**config.mk**
```make
export PLATFORM = sky130hd
export DESIGN_NAME = lfc_top
export DESIGN_NICKNAME = d
export VERILOG_FILES = /design/src/rtl/lfc_pkg.sv /design/src/rtl/lfc_oc_timer.sv /design/src/rtl/lfc_tone_det.sv /design/src/rtl/lfc_top.sv
export SDC_FILE = /design/constraint.sdc
export NUM_CORES = 1
export LEC_CHECK = 0
export BUFFER_PORTS_ARGS = -buffer_cell sky130_fd_sc_hd__buf_4
export CORE_UTILIZATION = 42
export CTS_CLUSTER_SIZE = 10
export DETAILED_ROUTE_END_ITERATION = 8
export PLACE_DENSITY = 0.58
export SYNTH_ARGS = -nofsm -noshare
export SYNTH_HDL_FRONTEND = slang
export SYNTH_SLANG_ARGS = --single-unit
export TNS_END_PERCENT = 1
```
**constraint.sdc**
```tcl
create_clock -name clock_i -period 2.4 [get_ports clock_i]
set_input_delay 0 -clock clock_i [delete_from_list [all_inputs] [get_ports clock_i]]
set_output_delay 0 -clock clock_i [all_outputs]
set_load 0.01 [all_outputs]
```
**src/rtl/lfc_pkg.sv**
```systemverilog
// Shared constants for the LNB fault timer and tone control block
package lfc_pkg;

    // Clock and derived rates
    localparam int CLK_HZ      = 100_000_000;  // System clock rate
    localparam int BOOST_HZ    = 352_000;      // Boost switching rate
    localparam int TONE_HZ     = 22_000;       // Tone oscillator rate
    localparam int TONE_MUL    = 16;           // Boost periods per tone period
    // Clocks between boost half-period ticks, rounded down
    localparam int HALF_TICK_CYC = CLK_HZ / (2 * BOOST_HZ);
    // Boost half ticks in one tone half period
    localparam int TONE_HALF_TICKS = TONE_MUL;
    // Detector release: one and a half tone periods in half ticks
    localparam int DET_TIMEOUT_TICKS = 3 * TONE_MUL;

    // Overcurrent disable time
    localparam int OC_TIME_MS  = 48;                           // Milliseconds
    localparam int OC_CYCLES   = OC_TIME_MS * (CLK_HZ / 1000); // Clocks

    // Structure
    localparam int NUM_CH      = 2;  // Channels
    localparam int AW          = 8;  // Register address width
    localparam int DW          = 8;  // Register data width

    // Register byte offsets
    localparam logic [AW-1:0] ADDR_CTRL     = 8'h00;  // Control
    localparam logic [AW-1:0] ADDR_STATUS   = 8'h04;  // Live status
    localparam logic [AW-1:0] ADDR_INT_STAT = 8'h08;  // Sticky events
    localparam logic [AW-1:0] ADDR_INT_CLR  = 8'h0c;  // Event clear
    localparam logic [AW-1:0] ADDR_INT_EN   = 8'h10;  // Event enable

    // Control fields, one bit per channel from the LSB given
    localparam int CTRL_EN_LSB   = 0;  // Channel enable
    localparam int CTRL_SRC_LSB  = 2;  // Tone source select
    localparam int CTRL_GATE_LSB = 4;  // Tone gate bit
    // Status fields
    localparam int STAT_OCP_LSB  = 0;  // Overcurrent latched
    localparam int STAT_TONE_DETECTED_FLAG_LSB = 2;  // Tone detected
    localparam int STAT_ON_LSB   = 4;  // Channel output on
    // Interrupt fields
    localparam int INT_OCP_LSB   = 0;  // Overcurrent trip event
    localparam int INT_TONE_LSB  = 2;  // Received tone start event
    localparam int INT_W         = 4;  // Interrupt register width

    // Reset values
    localparam logic [DW-1:0]    CTRL_RST   = 8'h00;
    localparam logic [INT_W-1:0] INT_EN_RST = 4'h0;

endpackage : lfc_pkg

```
**src/rtl/lfc_oc_timer.sv**
```systemverilog
`timescale 1ns/1ps
// Per-channel overcurrent duration timer
module lfc_oc_timer
    import lfc_pkg::*;
#(
    parameter int LIMIT = OC_CYCLES  // Clocks of overcurrent before trip
) (
    input  wire logic clock_i,   // System clock
    input  wire logic rst_n_i,   // Async reset, active low
    input  wire logic enable_i,  // Channel output enabled
    input  wire logic over_i,    // Current above limit
    output logic      trip_o     // One-cycle trip pulse
);

    localparam int CW = $clog2(LIMIT + 1);

    // Refuse limits the counter cannot serve
    if (LIMIT < 2) begin : g_chk
        $error("lfc_oc_timer: LIMIT must be at least 2");
    end

    logic [CW-1:0] cnt;  // Consecutive overcurrent clocks

    // Count only an unbroken run of overcurrent
    always_ff @(posedge clock_i or negedge rst_n_i) begin
        if (!rst_n_i) begin
            cnt    <= '0;
            trip_o <= 1'b0;
        end else if (!(over_i && enable_i)) begin
            cnt    <= '0;  // Restart on any dip below the limit
            trip_o <= 1'b0;
        end else if (cnt == CW'(LIMIT - 1)) begin
            cnt    <= '0;
            trip_o <= 1'b1;  // Surge outlasted the window
        end else begin
            cnt    <= cnt + 1'b1;  // Surge still tolerated
            trip_o <= 1'b0;
        end
    end
endmodule : lfc_oc_timer

```
**src/rtl/lfc_tone_det.sv**
```systemverilog
`timescale 1ns/1ps
// Tone envelope detector on a squared tone input
module lfc_tone_det
    import lfc_pkg::*;
#(
    parameter int TIMEOUT = DET_TIMEOUT_TICKS  // Release time in ticks
) (
    input  wire logic clock_i,  // System clock
    input  wire logic rst_n_i,  // Async reset, active low
    input  wire logic tick_i,   // Time base enable pulse
    input  wire logic tone_i,   // Squared tone input
    output logic      env_o     // Tone envelope
);

    localparam int GW = $clog2(TIMEOUT + 1);

    // Refuse release times shorter than two ticks
    if (TIMEOUT < 2) begin : g_chk
        $error("lfc_tone_det: TIMEOUT must be at least 2");
    end

    logic          prev;  // Input one clock ago
    logic [GW-1:0] gap;   // Ticks since last rising edge

    // Rising edge opens the envelope, silence closes it
    always_ff @(posedge clock_i or negedge rst_n_i) begin
        if (!rst_n_i) begin
            prev  <= 1'b0;
            gap   <= '0;
            env_o <= 1'b0;
        end else begin
            prev <= tone_i;
            if (tone_i && !prev) begin
                env_o <= 1'b1;  // Open within one clock of the edge
                gap   <= '0;
            end else if (env_o && tick_i) begin
                if (gap == GW'(TIMEOUT - 1)) begin
                    env_o <= 1'b0;  // Close soon after burst end
                end else begin
                    gap <= gap + 1'b1;
                end
            end
        end
    end
endmodule : lfc_tone_det

```
**src/rtl/lfc_top.sv**
```systemverilog
`timescale 1ns/1ps
module lfc_top
    import lfc_pkg::*;
#(
    parameter int OC_LIMIT = OC_CYCLES  // Overcurrent clocks before trip
) (
    input  wire logic              clock_i,          // System clock
    input  wire logic              rst_n_i,          // Async reset
    input  wire logic [AW-1:0]     reg_addr_i,       // Register address
    input  wire logic [DW-1:0]     reg_wdata_i,      // Write data
    input  wire logic              reg_wr_i,         // Write strobe
    input  wire logic              reg_rd_i,         // Read strobe
    output logic      [DW-1:0]     reg_rdata_o,      // Read data
    output logic                   irq_o,            // Interrupt level
    input  wire logic [NUM_CH-1:0] overcurrent_i,    // Current above limit
    input  wire logic [NUM_CH-1:0] external_modulation_pin_i, // Ext tone
    input  wire logic [NUM_CH-1:0] tone_rx_i,        // Squared coax tone
    output logic      [NUM_CH-1:0] channel_enable_o, // Output stage on
    output logic      [NUM_CH-1:0] tone_tx_o,        // Tone to modulator
    output logic                   boost_clk_o,      // Boost switch clock
    output logic      [NUM_CH-1:0] tone_det_out_o,   // Open-drain level
    output logic      [NUM_CH-1:0] tone_det_oe_n_o   // Low while driving
);

    // Refuse a window the timer cannot count
    if (OC_LIMIT < 2) begin : g_chk
        $error("lfc_top: OC_LIMIT must be at least 2");
    end

    localparam int HW = $clog2(HALF_TICK_CYC);
    localparam int TW = $clog2(TONE_HALF_TICKS);

    // Control and status state
    logic [NUM_CH-1:0] tone_source_select;       // 1 internal, 0 pin
    logic [NUM_CH-1:0] tone_gate_bit;            // Tone gate
    logic [NUM_CH-1:0] overcurrent_latched_flag; // Latched trip
    logic [NUM_CH-1:0] tone_detected_flag;       // Tone seen or sent
    logic [INT_W-1:0]  int_stat;                 // Sticky events
    logic [INT_W-1:0]  int_en;                   // Event enables
    logic [INT_W-1:0]  int_ev;                   // Events this clock

    // Rate generation
    logic [HW-1:0]     half_cnt;  // Clocks to next half tick
    logic              half_tick; // Boost half-period pulse
    logic [TW-1:0]     tone_cnt;  // Half ticks to next tone edge
    logic              int_tone;  // Internal tone square wave

    // Per-channel links
    logic [NUM_CH-1:0] trip;       // Overcurrent trip pulses
    logic [NUM_CH-1:0] rx_env;     // Received tone envelope
    logic [NUM_CH-1:0] rx_env_d;   // Envelope one clock ago
    logic [NUM_CH-1:0] ext_env;    // Activity on modulation pin
    logic [NUM_CH-1:0] tx_active;  // A tone is being sent
    logic [NUM_CH-1:0] next_tx;    // Tone output next value

    // Register strobes
    logic wr_ctrl;  // Control write
    logic wr_clr;   // Event clear write
    logic wr_en;    // Event enable write

    assign wr_ctrl = reg_wr_i && (reg_addr_i == ADDR_CTRL);
    assign wr_clr  = reg_wr_i && (reg_addr_i == ADDR_INT_CLR);
    assign wr_en   = reg_wr_i && (reg_addr_i == ADDR_INT_EN);

    // Boost half-period divider
    always_ff @(posedge clock_i or negedge rst_n_i) begin
        if (!rst_n_i) begin
            half_cnt  <= '0;
            half_tick <= 1'b0;
        end else if (half_cnt == HW'(HALF_TICK_CYC - 1)) begin
            half_cnt  <= '0;
            half_tick <= 1'b1;
        end else begin
            half_cnt  <= half_cnt + 1'b1;
            half_tick <= 1'b0;
        end
    end

    // Boost clock toggles each half tick
    always_ff @(posedge clock_i or negedge rst_n_i) begin
        if (!rst_n_i) begin
            boost_clk_o <= 1'b0;
        end else if (half_tick) begin
            boost_clk_o <= ~boost_clk_o;
        end
    end

    // Tone derived from the boost clock, sixteen periods per tone
    always_ff @(posedge clock_i or negedge rst_n_i) begin
        if (!rst_n_i) begin
            tone_cnt <= '0;
            int_tone <= 1'b0;
        end else if (half_tick) begin
            if (tone_cnt == TW'(TONE_HALF_TICKS - 1)) begin
                tone_cnt <= '0;
                int_tone <= ~int_tone;
            end else begin
                tone_cnt <= tone_cnt + 1'b1;
            end
        end
    end

    // Per-channel timer and detectors
    for (genvar c = 0; c < NUM_CH; c++) begin : g_ch
        // Overcurrent duration timer
        lfc_oc_timer #(
            .LIMIT   (OC_LIMIT)
        ) u_oc (
            .clock_i (clock_i),
            .rst_n_i (rst_n_i),
            .enable_i(channel_enable_o[c]),
            .over_i  (overcurrent_i[c]),
            .trip_o  (trip[c])
        );
        // Coax tone detector
        lfc_tone_det #(
            .TIMEOUT (DET_TIMEOUT_TICKS)
        ) u_rx (
            .clock_i (clock_i),
            .rst_n_i (rst_n_i),
            .tick_i  (half_tick),
            .tone_i  (tone_rx_i[c]),
            .env_o   (rx_env[c])
        );
        // Activity detector on the modulation pin
        lfc_tone_det #(
            .TIMEOUT (DET_TIMEOUT_TICKS)
        ) u_ext (
            .clock_i (clock_i),
            .rst_n_i (rst_n_i),
            .tick_i  (half_tick),
            .tone_i  (external_modulation_pin_i[c]),
            .env_o   (ext_env[c])
        );
    end

    // Transmit option decode
    always_comb begin
        for (int c = 0; c < NUM_CH; c++) begin
            if (tone_source_select[c]) begin
                // Internal oscillator gated by bit and pin
                next_tx[c]   = int_tone & tone_gate_bit[c]
                             & external_modulation_pin_i[c];
                tx_active[c] = tone_gate_bit[c]
                             & external_modulation_pin_i[c];
            end else begin
                // Pin carries the tone, gated by the bit
                next_tx[c]   = tone_gate_bit[c]
                             & external_modulation_pin_i[c];
                tx_active[c] = tone_gate_bit[c] & ext_env[c];
            end
        end
    end

    // Tone output to the modulator
    always_ff @(posedge clock_i or negedge rst_n_i) begin
        if (!rst_n_i) begin
            tone_tx_o <= '0;
        end else begin
            tone_tx_o <= next_tx;
        end
    end

    // Open-drain tone detector pins, pulled low while tone present
    always_ff @(posedge clock_i or negedge rst_n_i) begin
        if (!rst_n_i) begin
            tone_det_out_o  <= '0;
            tone_det_oe_n_o <= '1;
            rx_env_d        <= '0;
        end else begin
            tone_det_out_o  <= '0;
            tone_det_oe_n_o <= ~rx_env;
            rx_env_d        <= rx_env;
        end
    end

    // Tone detected flag, live
    always_ff @(posedge clock_i or negedge rst_n_i) begin
        if (!rst_n_i) begin
            tone_detected_flag <= '0;
        end else begin
            tone_detected_flag <= rx_env | tx_active;
        end
    end

    // Channel enable and overcurrent latch
    always_ff @(posedge clock_i or negedge rst_n_i) begin
        if (!rst_n_i) begin
            channel_enable_o         <= CTRL_RST[CTRL_EN_LSB +: NUM_CH];
            overcurrent_latched_flag <= '0;
        end else begin
            for (int c = 0; c < NUM_CH; c++) begin
                if (trip[c]) begin
                    // Trip beats a same-clock write
                    channel_enable_o[c]         <= 1'b0;
                    overcurrent_latched_flag[c] <= 1'b1;
                end else if (wr_ctrl) begin
                    // Only software turns the channel back on
                    channel_enable_o[c] <= reg_wdata_i[CTRL_EN_LSB + c];
                    if (reg_wdata_i[CTRL_EN_LSB + c]) begin
                        overcurrent_latched_flag[c] <= 1'b0;
                    end
                end
            end
        end
    end

    // Tone source and gate control bits
    always_ff @(posedge clock_i or negedge rst_n_i) begin
        if (!rst_n_i) begin
            tone_source_select <= CTRL_RST[CTRL_SRC_LSB +: NUM_CH];
            tone_gate_bit      <= CTRL_RST[CTRL_GATE_LSB +: NUM_CH];
        end else if (wr_ctrl) begin
            tone_source_select <= reg_wdata_i[CTRL_SRC_LSB +: NUM_CH];
            tone_gate_bit      <= reg_wdata_i[CTRL_GATE_LSB +: NUM_CH];
        end
    end

    // Events: trips and start of received tone
    always_comb begin
        int_ev = '0;
        int_ev[INT_OCP_LSB +: NUM_CH]  = trip;
        int_ev[INT_TONE_LSB +: NUM_CH] = rx_env & ~rx_env_d;
    end

    // Sticky status, set wins over clear
    always_ff @(posedge clock_i or negedge rst_n_i) begin
        if (!rst_n_i) begin
            int_stat <= '0;
        end else if (wr_clr) begin
            int_stat <= (int_stat & ~reg_wdata_i[INT_W-1:0]) | int_ev;
        end else begin
            int_stat <= int_stat | int_ev;
        end
    end

    // Enable register
    always_ff @(posedge clock_i or negedge rst_n_i) begin
        if (!rst_n_i) begin
            int_en <= INT_EN_RST;
        end else if (wr_en) begin
            int_en <= reg_wdata_i[INT_W-1:0];
        end
    end

    // Interrupt level
    always_ff @(posedge clock_i or negedge rst_n_i) begin
        if (!rst_n_i) begin
            irq_o <= 1'b0;
        end else begin
            irq_o <= |(int_stat & int_en);
        end
    end

    // Read data for one clock after the strobe, zero otherwise
    always_ff @(posedge clock_i or negedge rst_n_i) begin
        if (!rst_n_i) begin
            reg_rdata_o <= '0;
        end else begin
            reg_rdata_o <= '0;
            if (reg_rd_i) begin
                case (reg_addr_i)
                    ADDR_CTRL: begin
                        reg_rdata_o[CTRL_EN_LSB +: NUM_CH]   <=
                            channel_enable_o;
                        reg_rdata_o[CTRL_SRC_LSB +: NUM_CH]  <=
                            tone_source_select;
                        reg_rdata_o[CTRL_GATE_LSB +: NUM_CH] <=
                            tone_gate_bit;
                    end
                    ADDR_STATUS: begin
                        reg_rdata_o[STAT_OCP_LSB +: NUM_CH]  <=
                            overcurrent_latched_flag;
                        reg_rdata_o[STAT_TONE_DETECTED_FLAG_LSB +: NUM_CH] <=
                            tone_detected_flag;
                        reg_rdata_o[STAT_ON_LSB +: NUM_CH]   <=
                            channel_enable_o;
                    end
                    ADDR_INT_STAT: reg_rdata_o[INT_W-1:0] <= int_stat;
                    ADDR_INT_EN:   reg_rdata_o[INT_W-1:0] <= int_en;
                    default:       reg_rdata_o <= '0;  // Unmapped, clear
                endcase
            end
        end
    end
endmodule : lfc_top

```
Yosys cells after proc, flatten, opt, wreduce, memory -nomap -nowiden --
Cells that the tools add are included.
Word-level totals: flip-flop bits (word level) 128, bits of input ports 26, output and inout bits 18, word-level logic and storage cells 173
Cells by class: add/subtract/negate cells 8, equal/unequal tests 16, multiplexer cells 53, bitwise gates (word level) 19, reductions and logical operators 42
Operators with widths (count):
- $mux W23 | 4
- $mux W6 | 13
- $add A23 B1 Y23 const B | 2
- $eq A23 B23 Y1 const B | 2
- $mux W1 | 31
- $add A6 B1 Y6 const B | 4
- $eq A6 B6 Y1 const B | 4
- $reduce_bool A2 Y1 | 12
- $reduce_and A2 Y1 | 11
- $eq A8 B4 Y1 const B | 2
- $pmux W4 S4 | 1
- $logic_and A1 B1 Y1 | 13
- $add A8 B1 Y8 const B | 1
- $and A1 B1 Y1 | 8
- $and A4 B4 Y4 | 2
- $eq A8 B3 Y1 const B | 1
- $eq A8 B5 Y1 const B | 1
- $eq A8 B8 Y1 const B | 1
- $logic_not A8 Y1 | 1
- $mux W4 | 2
- $mux W8 | 1
- $ne A2 B1 Y1 const B | 4
- $or A4 B4 Y4 | 2
- $add A4 B1 Y4 const B | 1
- other kinds (9) | 14

Depth between registers and ports, before layout --
depth in word-level cells 4, gate-level depth with buffers 6

By module --
Synthesis repeated with hierarchy kept, for this count alone.
Second synthesis, totals: cell total of the unflattened synthesis 621, area total of the unflattened synthesis 6223.5 sq um
By module, submodules not included:
- lfc_oc_timer | instances 2, cells an instance 129, area an instance 1208.7 sq um, seq. area each 600.6 sq um
- lfc_top | instances 1, cells an instance 179, area an instance 2024.4 sq um, seq. area each 1153.6 sq um
- lfc_tone_det | instances 4, cells an instance 46, area an instance 445.4 sq um, seq. area each 200.2 sq um

Worst setup path after synthesis --
Ideal clock, no wire load.
kind reg-to-reg, start register g_ch[1].u_oc.cnt[0], end register g_ch[1].u_oc.cnt[18], library setup time 0.078 ns, arrival time 1.952 ns, data required time 2.322 ns, setup slack 0.370 ns, cell stages (with the launch flop) 6, buffers on the path 0, path through dfrtp_1 > ha_1 > nand4_1 > or4_4 > or4_1 > a21oi_1
Between the ends: longest elaborated chain between the ends 3
Ends and longest elaborated chain:
- from (decl) | line lfc_oc_timer.sv:22 | logic [CW-1:0] cnt;
- from (signal assigned) | line lfc_oc_timer.sv:36 | cnt <= cnt + 1'b1;
- $add A23 B1 Y23 / $eq A23 B23 Y1 (equally long branches) | line lfc_oc_timer.sv:36, lfc_oc_timer.sv:32
- $mux W23 (*) | line lfc_oc_timer.sv:32 | end else if (cnt == CW'(LIMIT - 1)) begin
- $mux W23 (*) | line lfc_oc_timer.sv:29 | end else if (!(over_i && enable_i)) begin
Mark *: on every way between the ends. The rest lies on a longest branch, timed or not. A chain may end at the register's enable or synchronous reset.

Worst setup path in the final report --
start register g_ch[0].u_oc.cnt[0], end register g_ch[0].u_oc.cnt[22]
Between the ends: longest elaborated chain between the ends 3
Ends and longest elaborated chain (line):
- from (decl) | lfc_oc_timer.sv:22
- from (signal assigned) | lfc_oc_timer.sv:36
- $add A23 B1 Y23 / $eq A23 B23 Y1 (equally long branches) | lfc_oc_timer.sv:36, lfc_oc_timer.sv:32
- $mux W23 (*) | lfc_oc_timer.sv:32
- $mux W23 (*) | lfc_oc_timer.sv:29
Marks and branches as above.

==> impl_metrics.ini <==
[floorplan]
ios = 44
die_x_um = 121
die_area_mm2 = 0.0146
core.rowCount = 43
core_area_mm2 = 0.0138
die_height_um = 121
start_util = 0.429

[timing]
setup_tns_ns = 0
fin_crit_sh = 0.886
max_freq_mhz = 470
post-route-min-period_ns = 2.13
rsz0062_at_grt = false
fin_ws_ns = 0.275
setup_viol = 0
drv_slew = 0
fin_skew_ns = 0.00818
finalHoldViolCount = 0
tightest_slew_ns = 0.638
relSlewSlack = 0.571

[finish]
final_area_mm2 = 0.00726
drive_gt1_frac = 0.165
diodes = 0
layout.nets = 677
final_cell_count_no_fill = 835
area_growth_pct = 22.4
fillers = 1211

[yosys]
synthCells = 574
synth_ff_type = dfrtp_1
ys_warn_count = 0
syn_area_mm2 = 0.00593
synth_top_family_by_area = simple AND/OR/NAND/NOR gates
synth_mux_area_frac = 0.0373
synth_compound_area_frac = 0.0841
synthXorXnorAreaFrac = 0.0753
syn_avg_cell_area_um2 = 10.3
seq_area_frac_synth = 0.532
ys_seq_elements = 126
synthAdderAreaFrac = 0.0190
synth_edf_count = 0
yosysUniqueCellTypes = 51
synth-async-reset-ratio = 1.00
synth-simple-area-share = 0.221

[setup_path]
critPathKind = reg -> reg
max_stage_delay_ns = 0.69
startpoint = g_ch[0].u_oc.cnt[0]
cp_slowest_cell = or4_1
r2r-start = g_ch[0].u_oc.cnt[0]
rrSetupSlack_ns = 0.27
start_kind = flop
crit_chain = ha_1, nand3_1, or4_1, or3_1, a21oi_1
r2r-end = g_ch[0].u_oc.cnt[22]
reg2reg_depth = 5
cp.required_ns = 2.73
cp.arrival_ns = 2.45
path_max_fanout = 7
endpoint_kind = flop

[clock_tree]
cts_root_buffer = clkbuf_16
numCtsBuffers = 17
htreeDepth = 4
cts_setup_buffers = 0
clk_pin_slew_worst_paths_ns = 0.05
cts_tree = yes
clkLatencyLatePin_ns = 0.41
clkSinkCount = 126
cts.repair.resized = 0
cts.path.max_buffers = 2

[hold_path]
holdPathEnd = reg_rdata_o[3]
hold_start = reg_addr_i[2]
hold_depth = 4
hold_path_class = in -> reg

[placed_design]
post_dp_cell_area_mm2 = 0.00643
post-place-ws_ns = 0.252
place.gp.congestion = 0.782
dpl.hpwl_mm = 8.04
dp_cells = 783
portBuffers = 37

[global_routing]
grt_pass1_wl_mm = 20.6
overflow = 0
grt_max_degree = 47
grt_pass1_vias = 4354
antenna_found_initial = 0
grt_usage = 0.180

[status]
violations = DRC
outcome = finished, violations left

[routing]
totalWireLength_mm = 11.7
wl_per_cell_um = 14.0
dr.pass1.iters = 6
ant_nets = 0
viasPerCell = 5.24
drc = 2
routed-via-count = 4375
dr.first_iter.drc_count = 273

[power_and_ir_drop]
powerDensity_mw_per_mm2 = 693
ir_drop_mv = 0.594
p_leak_nw = 3.04

[job]
drv_cap = 0
==> cell families after synthesis <==
group                      after synthesis
and+or+nand+nor                        243
DFF                                    126
AOI/OAI and AO/OA                       81
xor gates and xnor gates                51
buffers and inverters                   42
muxes                                   21
adders and majority gates                9
other                                    1
==> how the worst max path moves through the flow <==
stage,endpoint,slack [ns],cells after the start
floorplan,g_ch[1].u_oc.cnt[18],0.37,5
global placement,g_ch[0].u_oc.cnt[14],0.31,4
detailed placement,g_ch[0].u_oc.cnt[3],0.25,4
CTS,g_ch[0].u_oc.cnt[3],0.24,4
global route,g_ch[0].u_oc.cnt[10],0.09,4
finish,g_ch[0].u_oc.cnt[22],0.27,5
==> worst max-delay path, delay by kind of cell (launching register included) <==
family	cells	cell delay [ns]
and+or+nand+nor	3	1.28
DFF	1	0.40
AOI/OAI and AO/OA	1	0.15
adders and majority gates	1	0.22
==> per-layer routing <==
| metal | up-vias | GRT usage | routed length [µm] |
|---|---|---|---|
| met4 | 0 | 0.0671 | 97 |
| met2 | 70 | 0.274 | 5450 |
| li1 | 2159 | - | - |
| met5 | - | 0 | 0 |
| met1 | 2140 | 0.249 | 5790 |
| met3 | 6 | 0.0437 | 384 |
==> what timing repair did <==
action | 4_1_cts | 5_1_grt
endpoints found under the hold margin | 77 | 0
setup endpoints to repair | 0 | 0
hold buffers | 20 | 0
==> flip-flops by register name (all words and copies together) (netlist names), 4 cells and up <==
| register | flops |
|---|---|
| half_cnt | 8 |
| tone_cnt | 4 |
| g_ch.u_oc.cnt | 46 |
| int_stat | 4 |
| g_ch.u_rx.gap | 12 |
| g_ch.u_ext.gap | 12 |
| int_en | 4 |
| reg_rdata_o | 6 |
==> through the flow <==
| stage | utilization | power (mW) | hold WS [ns] |
|---|---|---|---|
| after detailed placement | 0.465 | 2.35 | 0.0616 |
| after CTS | 0.525 | 5.10 | 0.0383 |
| after global routing | 0.525 | 5.22 | 0.0666 |
| after global placement | 0.465 | 2.35 | 0.0475 |
| final | 0.525 | 5.04 | 0.0591 |
| after floorplan | - | 2.25 | -0.296 |
==> cells in the mapped netlist (4+ instances only) <==
master,n,area [µm²]
nand3_1,27,135
nor3_1,9,45.0
mux2_2,9,101
nor2b_1,9,56.3
dfrtp_1,124,3100
or4_1,6,45.0
or3_1,7,43.8
and3_1,8,50.1
ha_1,9,113
clkbuf_1,12,45.0
xor2_1,12,105
o21ai_0,18,90.1
inv_1,21,78.8
a211oi_1,4,30.0
a21bo_2,4,40.0
xnor2_1,39,342
a21o_1,8,60.1
nor4_1,12,75.1
nand4_1,25,156
buf_4,6,45.0
nand2_1,34,128
and2_1,4,25.0
nor2_1,70,263
a21oi_1,33,165
mux2i_1,12,120
o31ai_1,4,30.0
nand3b_1,6,45.0
nor3b_1,4,30.0
==> cell type report <==
class / instances / area (µm²) / share of cell area
sequential: 126 / 3160 / 0.435
multi-input combinational: 409 / 2610 / 0.359
timing repair buffer: 67 / 566 / 0.0779
clock buffer: 20 / 467 / 0.0643
tap: 180 / 225 / 0.0310
clock inverter: 12 / 165 / 0.0227
inverter: 21 / 78.8 / 0.0109
==> power breakdown <==
part           leakage (nW)  internal [mW]  total [mW]  switching (mW)
combinational          1.05         0.0754       0.175          0.0998
clock                 0.311           1.81        2.70           0.896
sequential             1.68           2.14        2.16          0.0144
total                  3.04           4.03        5.04            1.01
==> cell usage in the layout, fill, tap and decap left out, drive strengths merged, types with 12 or more instances in the layout <==
| master | netlist | layout |
|---|---|---|
| a21oi | 34 | 34 |
| dfrtp | 124 | 124 |
| nand3 | 28 | 28 |
| clkbuf | 12 | 20 |
| nand4 | 26 | 26 |
| buf | 9 | 47 |
| o21ai | 18 | 18 |
| xnor2 | 39 | 39 |
| nand2 | 34 | 34 |
| xor2 | 12 | 12 |
| dlygate4sd3 | 0 | 20 |
| nor2 | 70 | 70 |
| mux2i | 12 | 12 |
| nor4 | 12 | 12 |
| inv | 21 | 21 |
Power figures use the tool's default switching activity.
